<file path="config.mk">
export PLATFORM = sky130hd
export DESIGN_NAME = float_to_unsigned_convert
export DESIGN_NICKNAME = d
export VERILOG_FILES = /design/src/verilog/fcvt_pkg.sv /design/src/verilog/float_to_unsigned_convert.sv
export SDC_FILE = /design/constraint.sdc
export NUM_CORES = 1
export LEC_CHECK = 0
export ABC_CLOCK_PERIOD_IN_PS = 6550
export BUFFER_PORTS_ARGS = -buffer_cell sky130_fd_sc_hd__buf_2
export CORE_ASPECT_RATIO = 1.5
export CORE_MARGIN = 2
export CORE_UTILIZATION = 55
export CTS_BUF_LIST = sky130_fd_sc_hd__clkbuf_4 sky130_fd_sc_hd__clkbuf_8
export DETAILED_ROUTE_END_ITERATION = 6
export PLACE_DENSITY = 0.75
export SLEW_MARGIN = 15
export SYNTH_ARGS = -nofsm -noshare
export SYNTH_HDL_FRONTEND = slang
export SYNTH_SLANG_ARGS = --single-unit
</file>
<file path="constraint.sdc">
create_clock -name CLK -period 6.55 [get_ports CLK]
set_input_delay 0.655 -clock CLK [delete_from_list [all_inputs] [get_ports CLK]]
set_output_delay 0.655 -clock CLK [all_outputs]
set_load 0.01 [all_outputs]
</file>
<file path="src/verilog/fcvt_pkg.sv">
// Constants, types and register map of the float to unsigned converter
package fcvt_pkg;
    // Register byte offsets on the Wishbone slave
    localparam logic [7:0] ADR_SRC = 8'h00;
    localparam logic [7:0] ADR_GUARD = 8'h04;
    localparam logic [7:0] ADR_CMD = 8'h08;
    localparam logic [7:0] ADR_DEST = 8'h0c;
    localparam logic [7:0] ADR_STATUS = 8'h10;
    localparam logic [7:0] ADR_IRQ_STAT = 8'h14;
    localparam logic [7:0] ADR_IRQ_MASK = 8'h18;
    // Command register fields
    localparam int CMD_OP_LSB = 0;
    localparam int CMD_OP_MSB = 1;
    localparam int CMD_GUARDED_BIT = 4;
    localparam int CMD_BUSY_BIT = 8;
    // Status word layout: exception flags and rounding mode
    localparam int FLAG_W = 6;
    localparam int BIT_INEXACT = 1;
    localparam int BIT_BAD_OP = 4;
    localparam int BIT_DENORM_FLUSHED = 5;
    localparam int RM_LSB = 8;
    localparam int RM_MSB = 9;
    localparam logic [31:0] STATUS_RESET = 32'h0000_0000;
    localparam logic [31:0] STATUS_WMASK = 32'h0000_033f;
    // Interrupt status bits and reset values
    localparam int IRQ_W = 2;
    localparam int IRQ_DONE = 0;
    localparam int IRQ_EXC = 1;
    localparam logic [IRQ_W-1:0] IRQ_RESET = 2'h0;
    // Single-precision field positions and exponent landmarks
    localparam int SIGN_BIT = 31;
    localparam int EXP_MSB = 30;
    localparam int EXP_LSB = 23;
    localparam int MAN_MSB = 22;
    localparam logic [7:0] EXP_SPECIAL = 8'hff;
    localparam logic [7:0] EXP_SAT = 8'h9f;
    localparam logic [7:0] EXP_INT = 8'h96;
    localparam logic [7:0] EXP_HALF = 8'h7e;

    typedef enum logic [1:0] {
        RM_NEAREST = 2'h0,
        RM_ZERO = 2'h1,
        RM_POS = 2'h2,
        RM_NEG = 2'h3
    } rmode_t;

    typedef enum logic [1:0] {
        OP_FLAGS_SW = 2'h0,
        OP_TRUNC = 2'h1,
        OP_FLAGS_TRUNC = 2'h2
    } op_t;

    // Three-cycle execution, Gray coded
    typedef enum logic [1:0] {
        ST_IDLE = 2'b00,
        ST_ISSUED = 2'b01,
        ST_EXEC = 2'b11,
        ST_WB = 2'b10
    } state_t;

    typedef struct packed {
        logic [FLAG_W-1:0] flags;
        logic [31:0] value;
    } conv_t;
endpackage : fcvt_pkg

</file>
<file path="src/verilog/float_to_unsigned_convert.sv">
// Float to unsigned integer conversion slice with status word and Wishbone registers
// Functional notes
// - Truncating op converts the source float to unsigned and writes the destination.
// - Flags-only ops write the would-be exception flags as a status-layout vector.
// - Flags-only ops never touch the status word exception flags.
// - Status-rounded flags op rounds by the status word rounding mode.
// - Truncating op and its flags op always round toward zero.
// - Flags ops flush a denormal to zero and set denormal-flushed in result.
// - Truncating op flushes a denormal and sets denormal-flushed in the status word.
// - Truncating op raises its exceptions into the status word flags.
// - Status flags are sticky; only a status word write clears them.
// - Status flags update in the same cycle the destination is written.
// - Simultaneous flag updates are ORed with each other and the old value.
// - Guarded truncating op writes destination and flags only when guard bit 0 is one.
// - Guarded flags ops write destination only when guard bit 0 is one.
`timescale 1ns/1ps
module float_to_unsigned_convert (
    // Clock and reset
    input wire logic CLK,
    input wire logic RST_N,
    // Wishbone slave
    input wire logic CYC_I,
    input wire logic STB_I,
    input wire logic WE_I,
    input wire logic [7:0] ADR_I,
    input wire logic [3:0] SEL_I,
    input wire logic [31:0] DAT_I,
    output logic [31:0] DAT_O,
    output logic ACK_O,
    // Flag updates from other floating-point units
    input wire logic OTHER_VLD,
    input wire logic [fcvt_pkg::FLAG_W-1:0] OTHER_FLAGS,
    // Status word and interrupt
    output logic [31:0] STATUS_WORD,
    output logic IRQ
);
    import fcvt_pkg::*;

    ////////////////////////////////////////////////////////////////////////
    // Functions

    // Byte-lane merge of a register write
    function automatic logic [31:0] merge(input logic [31:0] old, input logic [31:0] dat,
                                          input logic [3:0] sel);
        logic [31:0] r;
        r = old;
        for (int i = 0; i < 4; i++) begin
            if (sel[i]) begin
                r[8*i +: 8] = dat[8*i +: 8];
            end
        end
        return r;
    endfunction : merge

    // Float to unsigned conversion with flags
    function automatic conv_t convert(input logic [31:0] f, input rmode_t rm);
        logic [7:0] e;
        logic [22:0] frac;
        logic [55:0] t;
        logic [31:0] ip;
        logic g;
        logic s;
        logic inc;
        conv_t r;
        e = f[EXP_MSB:EXP_LSB];
        frac = f[MAN_MSB:0];
        t = {1'b1, frac, 32'h0000_0000};
        ip = 32'h0000_0000;
        g = 1'b0;
        s = 1'b0;
        inc = 1'b0;
        r = '0;
        if (e == EXP_SPECIAL && frac != 23'h0) begin
            r.flags[BIT_BAD_OP] = 1'b1;
        end else if (e == EXP_SPECIAL) begin
            r.flags[BIT_BAD_OP] = 1'b1;
            r.value = f[SIGN_BIT] ? 32'h0000_0000 : 32'hffff_ffff;
        end else if (e == 8'h00) begin
            r.flags[BIT_DENORM_FLUSHED] = (frac != 23'h0);
        end else if (f[SIGN_BIT]) begin
            r.flags[BIT_BAD_OP] = 1'b1;
        end else if (e >= EXP_SAT) begin
            r.flags[BIT_BAD_OP] = 1'b1;
            r.value = 32'hffff_ffff;
        end else begin
            if (e >= EXP_INT) begin
                ip = 32'(t[55:32]) << (e - EXP_INT);
            end else if (e >= EXP_HALF) begin
                t = t >> (EXP_INT - e);
                ip = 32'(t[55:32]);
                g = t[31];
                s = |t[30:0];
            end else begin
                s = 1'b1;
            end
            // Positive values only: toward-minus equals toward-zero
            case (rm)
                RM_NEAREST: inc = g & (s | ip[0]);
                RM_POS: inc = g | s;
                default: inc = 1'b0;
            endcase
            r.value = ip + 32'(inc);
            r.flags[BIT_INEXACT] = g | s;
        end
        return r;
    endfunction : convert

    ////////////////////////////////////////////////////////////////////////
    // State

    logic ack_q, ack_d;
    logic [31:0] rdata_q, rdata_d;
    logic [31:0] src_q, src_d;
    logic [31:0] guard_q, guard_d;
    logic [31:0] dest_q, dest_d;
    logic [31:0] status_q, status_d;
    logic [IRQ_W-1:0] irq_stat_q, irq_stat_d;
    logic [IRQ_W-1:0] irq_mask_q, irq_mask_d;
    state_t state_q, state_d;
    op_t op_q, op_d;
    logic wr_en_q, wr_en_d;
    rmode_t rm_q, rm_d;
    conv_t res_q, res_d;
    logic acc;
    logic wr;
    logic go;
    logic wb;
    logic [FLAG_W-1:0] trunc_set;
    logic [1:0] cmd_op;

    // Bus decode and issue condition
    assign acc = CYC_I & STB_I & ~ack_q;
    assign wr = acc & WE_I;
    assign cmd_op = DAT_I[CMD_OP_MSB:CMD_OP_LSB];
    assign go = wr && ADR_I == ADR_CMD && SEL_I[0] && state_q == ST_IDLE && cmd_op != 2'h3;
    assign wb = state_q == ST_WB;
    assign trunc_set = (wb && wr_en_q && op_q == OP_TRUNC) ? res_q.flags : '0;

    ////////////////////////////////////////////////////////////////////////
    // Execution sequence

    // Issue, two execute stages, writeback on the third edge
    always_comb begin
        state_d = state_q;
        op_d = op_q;
        wr_en_d = wr_en_q;
        rm_d = rm_q;
        res_d = res_q;
        case (state_q)
            ST_IDLE: begin
                if (go) begin
                    state_d = ST_ISSUED;
                    op_d = op_t'(cmd_op);
                    wr_en_d = ~DAT_I[CMD_GUARDED_BIT] | guard_q[0];
                    rm_d = (op_t'(cmd_op) == OP_FLAGS_SW) ? rmode_t'(status_q[RM_MSB:RM_LSB]) : RM_ZERO;
                    res_d = convert(src_q, rm_d);
                end
            end
            ST_ISSUED: state_d = ST_EXEC;
            ST_EXEC: state_d = ST_WB;
            ST_WB: state_d = ST_IDLE;
            default: state_d = ST_IDLE;
        endcase
    end

    // Execution registers
    always_ff @(posedge CLK) begin
        if (!RST_N) begin
            state_q <= ST_IDLE;
            op_q <= OP_FLAGS_SW;
            wr_en_q <= 1'b0;
            rm_q <= RM_NEAREST;
            res_q <= '0;
        end else begin
            state_q <= state_d;
            op_q <= op_d;
            wr_en_q <= wr_en_d;
            rm_q <= rm_d;
            res_q <= res_d;
        end
    end

    ////////////////////////////////////////////////////////////////////////
    // Registers, writeback and status word

    // Bus writes, writeback, sticky flag merge and interrupt status
    always_comb begin
        ack_d = acc;
        rdata_d = 32'h0000_0000;
        src_d = src_q;
        guard_d = guard_q;
        dest_d = dest_q;
        status_d = status_q;
        irq_mask_d = irq_mask_q;
        irq_stat_d = irq_stat_q;
        if (acc && !WE_I) begin
            case (ADR_I)
                ADR_SRC: rdata_d = src_q;
                ADR_GUARD: rdata_d = guard_q;
                ADR_CMD: rdata_d = {23'h0, state_q != ST_IDLE, 8'h00};
                ADR_DEST: rdata_d = dest_q;
                ADR_STATUS: rdata_d = status_q;
                ADR_IRQ_STAT: rdata_d = {30'h0, irq_stat_q};
                ADR_IRQ_MASK: rdata_d = {30'h0, irq_mask_q};
                default: rdata_d = 32'h0000_0000;
            endcase
        end
        if (wr) begin
            case (ADR_I)
                ADR_SRC: src_d = merge(src_q, DAT_I, SEL_I);
                ADR_GUARD: guard_d = merge(guard_q, DAT_I, SEL_I);
                ADR_STATUS: status_d = merge(status_q, DAT_I, SEL_I) & STATUS_WMASK;
                ADR_IRQ_MASK: irq_mask_d = SEL_I[0] ? DAT_I[IRQ_W-1:0] : irq_mask_q;
                ADR_IRQ_STAT: irq_stat_d = irq_stat_q & ~(SEL_I[0] ? DAT_I[IRQ_W-1:0] : 2'h0);
                default: ;
            endcase
        end
        if (wb && wr_en_q) begin
            dest_d = (op_q == OP_TRUNC) ? res_q.value : {26'h0, res_q.flags};
        end
        // Sets win over a same-cycle software write
        status_d[FLAG_W-1:0] = status_d[FLAG_W-1:0] | trunc_set;
        if (OTHER_VLD) begin
            status_d[FLAG_W-1:0] = status_d[FLAG_W-1:0] | OTHER_FLAGS;
        end
        irq_stat_d[IRQ_DONE] = irq_stat_d[IRQ_DONE] | wb;
        irq_stat_d[IRQ_EXC] = irq_stat_d[IRQ_EXC] | (trunc_set != '0);
    end

    // Register file
    always_ff @(posedge CLK) begin
        if (!RST_N) begin
            ack_q <= 1'b0;
            rdata_q <= 32'h0000_0000;
            src_q <= 32'h0000_0000;
            guard_q <= 32'h0000_0000;
            dest_q <= 32'h0000_0000;
            status_q <= STATUS_RESET;
            irq_stat_q <= IRQ_RESET;
            irq_mask_q <= IRQ_RESET;
        end else begin
            ack_q <= ack_d;
            rdata_q <= rdata_d;
            src_q <= src_d;
            guard_q <= guard_d;
            dest_q <= dest_d;
            status_q <= status_d;
            irq_stat_q <= irq_stat_d;
            irq_mask_q <= irq_mask_d;
        end
    end

    // Outputs
    assign ACK_O = ack_q;
    assign DAT_O = rdata_q;
    assign STATUS_WORD = status_q;
    assign IRQ = |(irq_stat_q & irq_mask_q);

    ////////////////////////////////////////////////////////////////////////
    // Assertions

    logic sw_status_wr;
    assign sw_status_wr = wr && ADR_I == ADR_STATUS;

    chk_flags_keep_status: assert property (@(posedge CLK) disable iff (!RST_N)
        wb && op_q != OP_TRUNC && !sw_status_wr && !OTHER_VLD |=> $stable(status_q))
        else $error("flags-only op changed status word");

    chk_guard_holds_dest: assert property (@(posedge CLK) disable iff (!RST_N)
        wb && !wr_en_q |=> $stable(dest_q) && ($past(sw_status_wr || OTHER_VLD) || $stable(status_q)))
        else $error("false guard changed destination");

    chk_trunc_value: assert property (@(posedge CLK) disable iff (!RST_N)
        go && cmd_op == OP_TRUNC && !DAT_I[CMD_GUARDED_BIT] ##3 1'b1 |=> dest_q == $past(res_q.value, 1))
        else $error("truncating result not written");

    chk_flag_vector: assert property (@(posedge CLK) disable iff (!RST_N)
        wb && wr_en_q && op_q != OP_TRUNC |=> dest_q == {26'h0, $past(res_q.flags)})
        else $error("flag vector not written");

    chk_rounding_mode: assert property (@(posedge CLK) disable iff (!RST_N)
        state_q == ST_ISSUED && op_q != OP_FLAGS_SW |-> rm_q == RM_ZERO)
        else $error("truncating op not rounding to zero");

    chk_status_mode: assert property (@(posedge CLK) disable iff (!RST_N)
        state_q == ST_IDLE && go && cmd_op == OP_FLAGS_SW |=> rm_q == $past(status_q[RM_MSB:RM_LSB]))
        else $error("status rounding mode not used");

    chk_denorm_flush: assert property (@(posedge CLK) disable iff (!RST_N)
        state_q == ST_IDLE && go && src_q[EXP_MSB:EXP_LSB] == 8'h00 && src_q[MAN_MSB:0] != 23'h0
        |=> res_q.value == 32'h0 && res_q.flags == 6'h20)
        else $error("denormal not flushed");

    chk_sticky_flags: assert property (@(posedge CLK) disable iff (!RST_N)
        !sw_status_wr |=> (status_q[FLAG_W-1:0] & $past(status_q[FLAG_W-1:0])) == $past(status_q[FLAG_W-1:0]))
        else $error("sticky flag cleared");

    chk_same_cycle_set: assert property (@(posedge CLK) disable iff (!RST_N)
        wb && wr_en_q && op_q == OP_TRUNC |=> (status_q[FLAG_W-1:0] & $past(res_q.flags)) == $past(res_q.flags))
        else $error("flags not set with writeback");

    chk_or_merge: assert property (@(posedge CLK) disable iff (!RST_N)
        OTHER_VLD |=> (status_q[FLAG_W-1:0] & $past(OTHER_FLAGS)) == $past(OTHER_FLAGS))
        else $error("simultaneous update lost");

    chk_nan_invalid: assert property (@(posedge CLK) disable iff (!RST_N)
        go && src_q[EXP_MSB:EXP_LSB] == EXP_SPECIAL && src_q[MAN_MSB:0] != 23'h0
        |=> res_q.value == 32'h0 && res_q.flags == 6'h10)
        else $error("NaN not invalid");

    chk_writeback_latency: assert property (@(posedge CLK) disable iff (!RST_N)
        go |=> state_q == ST_ISSUED ##1 state_q == ST_EXEC ##1 state_q == ST_WB)
        else $error("writeback not on third edge");
endmodule : float_to_unsigned_convert

</file>
## Word-level counts from Yosys, hierarchy flattened

Cells that the tools add are included.

| storage, ports and cells | value |
|---|---|
| RAM bits | 0 |
| memories kept | 0 |
| latch bits | 0 |
| output and inout port bits | 66 |
| input port bits | 56 |
| word-level logic and storage cells | 156 |
| ROM bits | 0 |
| register bits after elaboration | 181 |

| operators by class | value |
|---|---|
| multipliers | 0 |
| $lt $le $gt $ge | 3 |
| bitwise gates (word level) | 16 |
| $add $sub $neg | 3 |
| reductions and logical operators | 31 |
| eq/ne operators | 14 |
| divide/modulo/power cells | 0 |
| multiplexer cells | 67 |
| shift-type cells | 2 |

Operators by type and width:

| operator | number |
|---|---|
| 32-bit two-way mux | 15 |
| 32-bit one-hot mux with 7 select lines | 1 |
| 56-bit by 8-bit >> shifter with 56-bit output | 1 |
| 1-bit two-way mux | 38 |
| 32-bit by 1-bit adder with 32-bit output | 1 |
| 24-bit by 8-bit << shifter with 32-bit output | 1 |
| 31-bit OR reduction | 1 |
| 6-bit two-way mux | 5 |
| 3-bit AND reduction | 10 |
| 8-bit by 5-bit equality test with 1-bit output, second input constant | 3 |
| 24-bit two-way mux | 1 |
| 23-bit nonzero test | 1 |
| 8-bit by 4-bit equality test with 1-bit output, second input constant | 2 |
| 8-bit >= comparator, second input constant | 2 |
| 8-bit logical NOT | 2 |
| 6-bit OR | 2 |
| 2-bit two-way mux | 5 |
| 8-bit by 3-bit equality test with 1-bit output, second input constant | 1 |
| 8-bit equality test, second input constant | 1 |
| 8-bit by 7-bit >= comparator with 1-bit output, second input constant | 1 |
| 1-bit logical AND | 8 |
| 2-bit one-hot mux with 4 select lines | 1 |
| 8-bit subtractor, first input constant | 1 |
| 8-bit subtractor, second input constant | 1 |
| 15 further kinds | 31 |

## Depth between registers and ports, before layout

Gate-level depths: netlist of run 1.

| depth | value |
|---|---|
| depth after elaboration | 28 |
| depth in mapped cells | 26 |
| gate-level depth less buffers | 19 |

## Least setup slack after synthesis of run 1

Ideal clock, no wire load.

| timing | value |
|---|---|
| kind | register to register |
| start point | register src_q[23] |
| end point | register res_q[8] (netlist bit) |
| buffers on the path | 7 |
| cell stages (with the launch flop) | 26 |
| library setup time | 133 ps |
| slack | 1,217 ps |
| clock period less this slack | 5,333 ps |
| arrival time | 5,199 ps |
| cell sequence | dfxtp_1 -> inv_1 -> buf_2 -> clkbuf_1 -> buf_1 -> ha_1 -> buf_2 -> clkbuf_1 -> clkbuf_1 -> a2111oi_0 -> o31ai_1 -> o31ai_1 -> o21ai_0 -> a2111oi_0 -> a22oi_1 -> o31ai_1 -> a21oi_1 -> o21a_1 -> ha_1 -> ha_1 -> o211a_1 -> and2_0 -> clkbuf_1 -> a21o_1 -> a21oi_1 -> o22ai_1 |

| between the ends | value |
|---|---|
| cells in the longest elaborated chain, start to end | 28 |

RTL lines:

| element | line | text |
|---|---|---|
| from (decl) | float_to_unsigned_convert.sv:113 | `logic [31:0] src_q, src_d;` |
| from (signal assigned) | float_to_unsigned_convert.sv:244 | `src_q <= src_d;` |
| 8-bit subtractor | float_to_unsigned_convert.sv:89 | `t = t >> (EXP_INT - e);` |
| 56-bit by 8-bit >> shifter with 56-bit output | float_to_unsigned_convert.sv:89 |  |
| 31-bit OR reduction | float_to_unsigned_convert.sv:92 | `s = \|t[30:0];` |
| 1-bit two-way mux | float_to_unsigned_convert.sv:88 | `end else if (e >= EXP_HALF) begin` |
| 1-bit two-way mux | float_to_unsigned_convert.sv:86 | `if (e >= EXP_INT) begin` |
| 1-bit two-way mux | float_to_unsigned_convert.sv:82 | `end else if (e >= EXP_SAT) begin` |
| 1-bit two-way mux | float_to_unsigned_convert.sv:80 | `end else if (f[SIGN_BIT]) begin` |
| 1-bit two-way mux | float_to_unsigned_convert.sv:78 | `end else if (e == 8'h00) begin` |
| [12 not listed] | n/a |  |
| 1-bit two-way mux | float_to_unsigned_convert.sv:151 | `if (go) begin` |
| 1-bit two-way mux | float_to_unsigned_convert.sv:149 | `case (state_q)` |
| 32-bit by 1-bit adder with 32-bit output | float_to_unsigned_convert.sv:102 | `r.value = ip + 32'(inc);` |
| 32-bit two-way mux | float_to_unsigned_convert.sv:82 |  |
| 32-bit two-way mux | float_to_unsigned_convert.sv:80 |  |
| 32-bit two-way mux | float_to_unsigned_convert.sv:78 |  |
| 32-bit two-way mux | float_to_unsigned_convert.sv:75 | `end else if (e == EXP_SPECIAL) begin` |
| 32-bit two-way mux (*) | float_to_unsigned_convert.sv:73 | `if (e == EXP_SPECIAL && frac != 23'h0) begin` |
| to (signal assigned) | float_to_unsigned_convert.sv:179 | `res_q <= res_d;` |
| to (decl) | float_to_unsigned_convert.sv:123 | `conv_t res_q, res_d;` |

Mark *: on every way between the ends. The rest lies on a longest branch, timed or not. The select of a mux whose other input is x is not followed.
A chain may end at the register's enable or synchronous reset.

## Worst setup path after layout of run 1

| timing | value |
|---|---|
| start point | register src_q[24] |
| end point | register res_q[8] (netlist bit) |

The elaborated chain is that of the path after synthesis.

==> qor.txt, run 1 <==
Status - finished, final reports clean
Yosys reg bits - 181
Pre-antenna DRT Iters - 6
Crit share post-route - 88.2%
Clock root cell - clkbuf_8
Worst setup startpoint - src_q[24]
Reg2reg end - res_q[8]
Most used DFF post-synth - dfxtp_1
Min Hold Slack - 0.429 ns
Post-DR vias/cell - 6.73
Number of global-route vias before repair - 11400
Worst reg2reg path depth - 20
Clock sinks - 181
CTS tree - built
Gr ovfl total - 0
Fin. max-slew vios - 0
Register-to-register setup slack - 0.78 ns
Syn Area/Cell - 8.44 sq um
Final Skew - 0.0123 ns
Antenna-violating nets left - 0
Leak - 0.00471 uW
Clock-pin transition on the worst setup and hold timing paths - 0.10 ns
Global-route wire length before repair - 65600 um
Max-cap violations - 0
Hold_buf cts - 0
Starting Density - 55.7%
Die Y-Extent - 188 um
Slew HR - 25.6%
Nets - 1539
Layout area overhead - 6.37%
Fmax achieved - 173 MHz
Setup TNS - 0 ns
Wire per inst - 24.0 um
Worst skew pair latency - 0.48 ns
Startpoint types - register
Total track usage - 35.4%
Required time worst endpoint - 6.91 ns
Layout cell share with drive strength beyond 1 - 17.1%
Min-delay worst type - in2reg
TritonCTS Buffers - 17
# diodes - 0
WS Path Type - reg2reg
Vias post-DR - 11900
Most frequent cells in the layout - 179 x dfxtp_1, 171 x nand2_1, 107 x mux2i_1
Worst slew pin tran - 1.11 ns
Distinct cell type count after synthesis - 92
Critical Path End - res_q[8]
Initial DRC count - 1317
Initial antenna violation count - 0
DRC - 0
Post-Synthesis Cells - 1472
Post-CTS Setup Repair Bufs - 0
CTS max path bufs - 2
Worst Path Max Fanout - 20
I/O pins - 122
Pre-CTS setup slack - 0.931 ns
Async SR Flop Fraction - 0%
Yosys warns - 0
Htree depth - 4
Final count of hold timing violations - 0
HPWL after DPL - 31000 um
Most common cell after layout, fill and taps aside - dfxtp_1
Std-Cell Rows - 67
CP endpoint kind - register
GP Congestion - 0.970
Pwr Density - 147 mW/mm^2
PnR worst setup slack - 0.776 ns
PostCTS Resize Cnt - 0
PortBufs - 97
Reg2Reg Launch Point - src_q[24]
Routed WL - 42400 um
Die width - 127 um
Maximum vdd drop - 0.190 mV
Critical Path AT - 6.13 ns
Setup Viol. Count Final - 0
Mapped cell area - 0.0124 sq mm
Post-synth EDFFs - 0
Largest net degree at the start of global routing - 81
Die area - 0.0238 sq mm
Core area - 0.0223 sq mm
Seq/Total Area, Yosys - 29.2%
RSZ-0062 raised after global routing - no
Final Critical Period - 5.77 ns
## metrics by stage
stage	util (%)	power [uW]	cell area (sq um)	instances
after global routing	59.3	2000	13200	1765
after floorplan	-	1180	12500	1495
final	59.3	1950	13200	1765
after global placement	57.5	1200	12800	1733
after CTS	59.3	1950	13200	1765
after detailed placement	57.5	1200	12800	1733
## flip-flops by register name, summed over array words and instances (netlist names)
name	cells
ACK_O	1
state_q	2
src_q	32
irq_mask_q	2
wr_en_q	1
irq_stat_q	2
STATUS_WORD	8
res_q	35
DAT_O	32
dest_q	32
op_q	2
guard_q	32
## cell type report
cell class | count | area, sq um
well taps | 276 | 345
fillers | 2033 | 9080
multi-input cells | 1138 | 8100
inverters | 13 | 48.8
clock buffers | 19 | 262
flip-flops and latches | 181 | 3630
clock inverters | 13 | 141
repair buffers | 125 | 698
## cell usage after synthesis, types with 20 or more instances
master    instances  share of area (%)
dfxtp_1         181                 29
nand2_1         171                5.2
mux2i_1         107                8.6
clkbuf_1         99                3.0
nor2_1           95                2.9
nor2b_1          82                4.1
a21boi_0         68                4.1
nand3_1          67                2.7
a21oi_1          52                2.1
o21ai_0          47                1.9
mux4_2           36                6.5
buf_4            30                1.8
a222oi_1         29                2.3
nor3_1           27                1.1
buf_2            22               0.89
mux2_2           20                1.8
## worst max-delay path: stages (launching register included)
cell	delay [ns]
dfxtp_2	0.35
inv_1	0.12
ha_1	0.74
buf_4	0.39
mux2_2	0.40
o21ai_0	0.24
a21oi_1	0.14
o31ai_1	0.29
o21ai_0	0.15
a2111oi_0	0.46
a22oi_1	0.17
o31ai_1	0.60
a21oi_1	0.14
o21a_1	0.20
ha_1	0.21
ha_1	0.22
o211a_1	0.15
and2_0	0.24
a21o_1	0.20
a21oi_1	0.15
o22ai_1	0.10
## cell families after synthesis
group | share of synthesized area, %
fa+ha+maj | 0.705
compound gates | 21.5
mux | 17.0
simple gates | 22.6
xor+xnor | 2.37
other cells | 0.0302
buf+inv | 6.68
flops | 29.2
## layer usage
| metal | vias to the layer above | share of wire [%] | global-route usage (%) |
|---|---|---|---|
| met5 | - | 0 | 0 |
| met4 | 0 | 7.2 | 22.5 |
| met2 | 630 | 49 | 60.5 |
| met1 | 5705 | 37 | 42.1 |
| li1 | 5392 | - | - |
| met3 | 148 | 6.2 | 3.82 |
## worst min-delay path by stage
stage              startpoint             end  cells after the start
2_1_floorplan         op_q[0]         op_q[0]                      2
3_3_place_gp       guard_q[4]      guard_q[4]                      2
3_5_place_dp       dest_q[27]      dest_q[27]                      2
4_1_cts        OTHER_FLAGS[2]  STATUS_WORD[2]                      3
5_1_grt              DAT_I[7]      guard_q[7]                      3
6_report       OTHER_FLAGS[2]  STATUS_WORD[2]                      3
## power breakdown
part           internal (uW)  switching (uW)
sequential              1100            2.69
clock                    334             440
combinational           29.1            41.2
total                   1460             484
Power figures use the tool's default switching activity.
==> inputs of run 2 (changes only) <==
ABC_CLOCK_PERIOD_IN_PS = default   (was 6550)
CAP_MARGIN = 10   (was default)
CORE_UTILIZATION = 40   (was 55)
PLACE_DENSITY = default   (was 0.75)
==> run 2 against run 1 <==
Clock-buffer cell count fell by 1; die area up 36%; sequential share of layout area down 0.47 points; sequential power barely moved; worst hold slack worse by 0.021 ns; routed wire length rose by 4.6%; clock skew increased by 0.0036 ns; critical path type unchanged.
==> qor.txt, run 2 (synthesis results as in run 1) <==
Final Skew - 0.0159 ns (+0.00363 ns)
Max FFs per register - 35 (unchanged)
Setup Viol. Count Final - 0 (unchanged)
Worst slew pin tran - 1.04 ns (-0.0714 ns)
Starting Density - 40.3% (-15 points)
Final Critical Period - 5.79 ns (+0.0159 ns)
Wire per inst - 23.3 um (-2.9%)
Finished Layout Cells - 1902 (+7.8%)
Setup TNS - 0 ns (unchanged)
Status - finished, final reports clean
Global-route wire length before repair - 66800 um (+1.9%)
Post-CTS Setup Repair Bufs - 0 (unchanged)
Number of global-route vias before repair - 11200 (-1.2%)
I/O pins - 122 (unchanged)
Initial DRC count - 963 (-27%)
Pwr Density - 145 mW/mm^2 (-1.8%)
# diodes - 0 (unchanged)
Leak - 0.00474 uW (+0.77%)
DRC - 0 (unchanged)
Design area - 0.0135 sq mm (+1.8%)
Worst skew pair latency - 0.49 ns (about the same)
Min-delay worst type - in2reg
Post-DR vias/cell - 6.13 (-8.8%)
Crit share post-route - 88.4% (+0.24 points)
Clock sinks - 181 (unchanged)
CTS max path bufs - 2 (unchanged)
CP endpoint kind - register
Clock-pin transition on the worst setup and hold timing paths - 0.10 ns (about the same)
Core area - 0.0308 sq mm (+38%)
Fmax achieved - 173 MHz (-0.27%)
Critical Path AT - 6.20 ns (+0.07 ns)
Std-Cell Rows - 79 (+18%)
Initial antenna violation count - 0 (unchanged)
Required time worst endpoint - 6.96 ns (+0.05 ns)
Fin. max-slew vios - 0 (unchanged)
Max-cap violations - 0 (unchanged)
Gr ovfl total - 0 (unchanged)
Placed cells - 1869 (+7.8%)
Startpoint types - register
WHS Path Cells - 3 (unchanged)
RSZ-0062 raised after global routing - no
WS Path Type - reg2reg
Clock root cell - clkbuf_8
HPWL after DPL - 33400 um (+7.7%)
Routed WL - 44400 um (+4.6%)
Most frequent cells in the layout - 179 x dfxtp_1, 171 x nand2_1, 107 x mux2i_1
CTS tree - built
Worst reg2reg path depth - 20 (unchanged)
PortBufs - 97 (unchanged)
TritonCTS Buffers - 17 (unchanged)
Maximum vdd drop - 0.164 mV (-14%)
Hold_buf cts - 0 (unchanged)
Antenna-violating nets left - 0 (unchanged)
Htree depth - 4 (unchanged)
Nets - 1547 (+0.52%)
Slew HR - 30.9% (+5.3 points)
Largest Register - res_q
Die width - 148 um (+17%)
Die area - 0.0325 sq mm (+36%)
Die Y-Extent - 220 um (+17%)
Final count of hold timing violations - 0 (unchanged)
Most common cell after layout, fill and taps aside - dfxtp_1
PostCTS Resize Cnt - 0 (unchanged)
Largest net degree at the start of global routing - 95 (+17%)
Layout area overhead - 8.23%
Placed Area - 0.0130 sq mm (+1.7%)
Vias post-DR - 11700 (-1.8%)
Worst Path Max Fanout - 35 (+75%)
Total track usage - 26.9% (-8.5 points)
GP Congestion - 0.992 (+2.3%)
Pre-antenna DRT Iters - 7 (+1)
Layout cell share with drive strength beyond 1 - 17.6% (+0.44 points)
[run 2: layout make-up]
cell class	count	area [sq um]
Clock buffer	18	248
Clock inverter	14	143
Fill cell	3164	17400
Inverter	13	48.8
Multi-Input combinational cell	1138	8100
Sequential cell	181	3630
Tap cell	405	507
Timing Repair Buffer	133	778
[run 2: layer usage]
metal	track usage [%]	routed length (um)	share of wire [%]	vias up
met5	0	0	0	-
met2	48.4	22400	50	514
li1	-	-	-	5403
met1	30.1	17000	38	5628
met4	16.8	2940	6.6	0
met3	3.25	2060	4.6	121
[run 2: critical path: stages (launching register included)]
cell and delay, ns:
dfxtp_4 0.68, ha_1 0.46, xor2_2 0.59, buf_4 0.31, mux4_2 0.34, o32ai_1 0.11, a31oi_1 0.38, nand4_1 0.15
a2111oi_0 0.50, a22oi_1 0.16, o31ai_1 0.23, buf_4 0.19, a21oi_1 0.06, o21a_1 0.19, ha_1 0.20, ha_1 0.21
o211a_1 0.15, and2_0 0.25, xnor2_1 0.21, o21ai_0 0.09, a21boi_0 0.20
[run 2: worst paths after layout]
path	startpoint	slack [ns]	end
max	src_q[23]	0.76	res_q[6]
min	OTHER_FLAGS[2]	0.41	STATUS_WORD[2]
max reg2reg	src_q[23]	0.76	res_q[6]
min reg2reg	op_q[0]	0.47	op_q[0]
[run 2: per-stage QoR]
| stage | hold slack (ns) | total power, uW | setup WS, ns | utilization, % |
|---|---|---|---|---|
| finish | 0.409 | 1950 | 0.760 | 43.6 |
| global route | 0.408 | 2010 | 0.275 | 43.6 |
| CTS | 0.372 | 1970 | 0.754 | 43.5 |
| detailed placement | 0.458 | 1200 | 0.838 | 42.3 |
| global placement | 0.449 | 1200 | 0.966 | 42.3 |
| floorplan | 0.436 | 1180 | 1.22 | - |
[run 2: report_power, final]
group	leakage (uW)	total, uW	internal (uW)	switching, uW
sequential	0.00146	1100	1100	2.82
clock	0.000193	770	322	447
combinational	0.00309	72.3	29.2	43.1
total	0.00474	1950	1450	493
==> inputs of run 3 (changes only) <==
--- a/config.mk
+++ b/config.mk
@@ -14,3 +14,3 @@
 export DETAILED_ROUTE_END_ITERATION = 6
-export SLEW_MARGIN = 15
+export SLEW_MARGIN = 20
 export SYNTH_ARGS = -nofsm -noshare
==> constraint.sdc (replaced) <==
create_clock -name CLK -period 6.55 [get_ports CLK]
set_input_delay 1.31 -clock CLK [delete_from_list [all_inputs] [get_ports CLK]]
set_output_delay 1.31 -clock CLK [all_outputs]
set_load 0.01 [all_outputs]
==> run 3 against run 2 <==
Sequential share of layout area is 0.068 points higher; clock power decreased by 2.7%; final area shrank 0.25%; clock-buffer cell count stayed put; first-iteration DRC count rose by 9.6%; largest cell class unchanged; critical endpoint unchanged.
==> qor.txt, run 3 (synthesis results as in run 1) <==
Status - finished, final reports clean
Global-route wire length before repair - 68400 um (+2.4%)
Die Y-Extent - 220 um (unchanged)
RSZ-0062 raised after global routing - no
Largest Register - res_q
Die area - 0.0325 sq mm (unchanged)
Clock sinks - 181 (unchanged)
Crit share post-route - 88.6% (+0.18 points)
Starting Density - 40.3% (unchanged)
CTS max path bufs - 2 (unchanged)
Number of global-route vias before repair - 11300 (+1.1%)
CP endpoint kind - register
Initial DRC count - 1055 (+9.6%)
Startpoint types - register
Placed cells - 1869 (unchanged)
DRC - 0 (unchanged)
# diodes - 0 (unchanged)
# fillers - 3137 (-0.85%)
Layout area overhead - 7.96%
Clock root cell - clkbuf_8
Required time worst endpoint - 6.97 ns (about the same)
Fmax achieved - 172 MHz (-0.20%)
Most common cell after layout, fill and taps aside - dfxtp_1
CTS tree - built
Hold_buf cts - 0 (unchanged)
Post-DR vias/cell - 6.17 (+0.64%)
Fin util - 43.5% (-0.11 points)
Std-Cell Rows - 79 (unchanged)
Pwr Density - 144 mW/mm^2 (-0.80%)
Min-delay worst type - reg2reg
Total track usage - 27.4% (+0.53 points)
PnR worst setup slack - 0.748 ns (-0.0119 ns)
GP Congestion - 0.995 (+0.29%)
TritonCTS Buffers - 17 (unchanged)
Setup TNS - 0 ns (unchanged)
Multi-input logic area - 0.00810 sq mm (about the same)
Setup Viol. Count Final - 0 (unchanged)
Largest net degree at the start of global routing - 95 (unchanged)
Finished Layout Cells - 1901 (-0.053%)
Critical Path AT - 6.22 ns (+0.02 ns)
Final Critical Period - 5.80 ns (+0.0119 ns)
Pre-antenna DRT Iters - 6 (-1)
Slew HR - 29.9% (-1.0 points)
Clock-pin transition on the worst setup and hold timing paths - 0.11 ns (about the same)
FF/Latch Area - 0.00363 sq mm (unchanged)
Post-CTS Setup Repair Bufs - 0 (unchanged)
HPWL after DPL - 33400 um (-0.18%)
Worst slew pin tran - 1.05 ns (+0.0150 ns)
Final Skew - 0.0181 ns (+0.00218 ns)
Worst skew pair latency - 0.50 ns (about the same)
Max FFs per register - 35 (unchanged)
Htree depth - 4 (unchanged)
Worst Path Max Fanout - 35 (unchanged)
Pre-CTS setup slack - 0.885 ns (+0.0477 ns)
Routed WL - 44600 um (+0.37%)
Antenna-violating nets left - 0 (unchanged)
Most frequent cells in the layout - 179 x dfxtp_1, 170 x nand2_1, 107 x mux2i_1
Fin. max-slew vios - 0 (unchanged)
Maximum vdd drop - 0.188 mV (+15%)
Nets - 1546 (-0.065%)
Final count of hold timing violations - 0 (unchanged)
PortBufs - 97 (unchanged)
WS Path Type - reg2reg
Gr ovfl total - 0 (unchanged)
Layout cell share with drive strength beyond 1 - 17.6% (about the same)
Leak - 0.00472 uW (-0.57%)
Min Hold Slack - 0.466 ns (+0.0574 ns)
PostCTS Resize Cnt - 0 (unchanged)
Vias post-DR - 11700 (+0.58%)
Die width - 148 um (unchanged)
Core area - 0.0308 sq mm (unchanged)
Initial antenna violation count - 0 (unchanged)
I/O pins - 122 (unchanged)
Wire per inst - 23.4 um (+0.43%)
Max-cap violations - 0 (unchanged)
## run 3: cell count changes in the layout (fill, tap and decap cells not counted), sizes merged
| cell | previous run | this run |
|---|---|---|
| buf | 133 | 132 |
| bufinv | 1 | 0 |
| clkinv | 4 | 1 |
| clkinvlp | 3 | 5 |
| inv | 19 | 21 |
## run 3: per-stage QoR
step	instance area, sq um	total power [uW]
after floorplan	12500	1180
after global placement	13000	1200
after detailed placement	13000	1200
after CTS	13400	1940
after global routing	13400	1990
final	13400	1930
## run 3: final cells by class
type,instances,area share (%)
clock buffer,18,1.85
tap,405,3.78
inverter,13,0.364
clock inverter,14,0.998
multi-input combinational,1138,60.4
timing repair buffer,132,5.59
sequential,181,27.0
## run 3: per-layer routing
metal	GRT usage [%]	part of all wire [%]	wire (um)
met5	0	0	0
met4	17.8	6.9	3060
met3	3.33	4.9	2190
met2	48.2	50	22200
met1	31.4	38	17100
## run 3: final timing paths
kind	startpoint	end	slack (ns)	cells past startpoint
worst min register to register	op_q[0]	op_q[0]	0.47	2
worst max-delay path	src_q[23]	res_q[6]	0.75	20
worst min-delay path	op_q[0]	op_q[0]	0.47	2
worst max register to register	src_q[23]	res_q[6]	0.75	20
## run 3: where the power goes
group	switching, uW	internal [uW]	total, uW
registers	2.81	1100	1100
clock network	460	289	749
logic	43.1	29.2	72.3
total	505	1420	1930
## run 3: critical path, cell delays in order (launching register included)
cell and delay [ns]:
dfxtp_4 0.68, ha_1 0.46, xor2_2 0.58, buf_4 0.31
mux4_2 0.33, o32ai_1 0.11, a31oi_1 0.35, nand4_1 0.17
a2111oi_0 0.55, a22oi_1 0.17, o31ai_1 0.22, buf_4 0.19
a21oi_1 0.06, o21a_1 0.19, ha_1 0.20, ha_1 0.21
o211a_1 0.15, and2_0 0.25, xnor2_1 0.19, o21ai_0 0.08
a21boi_0 0.22
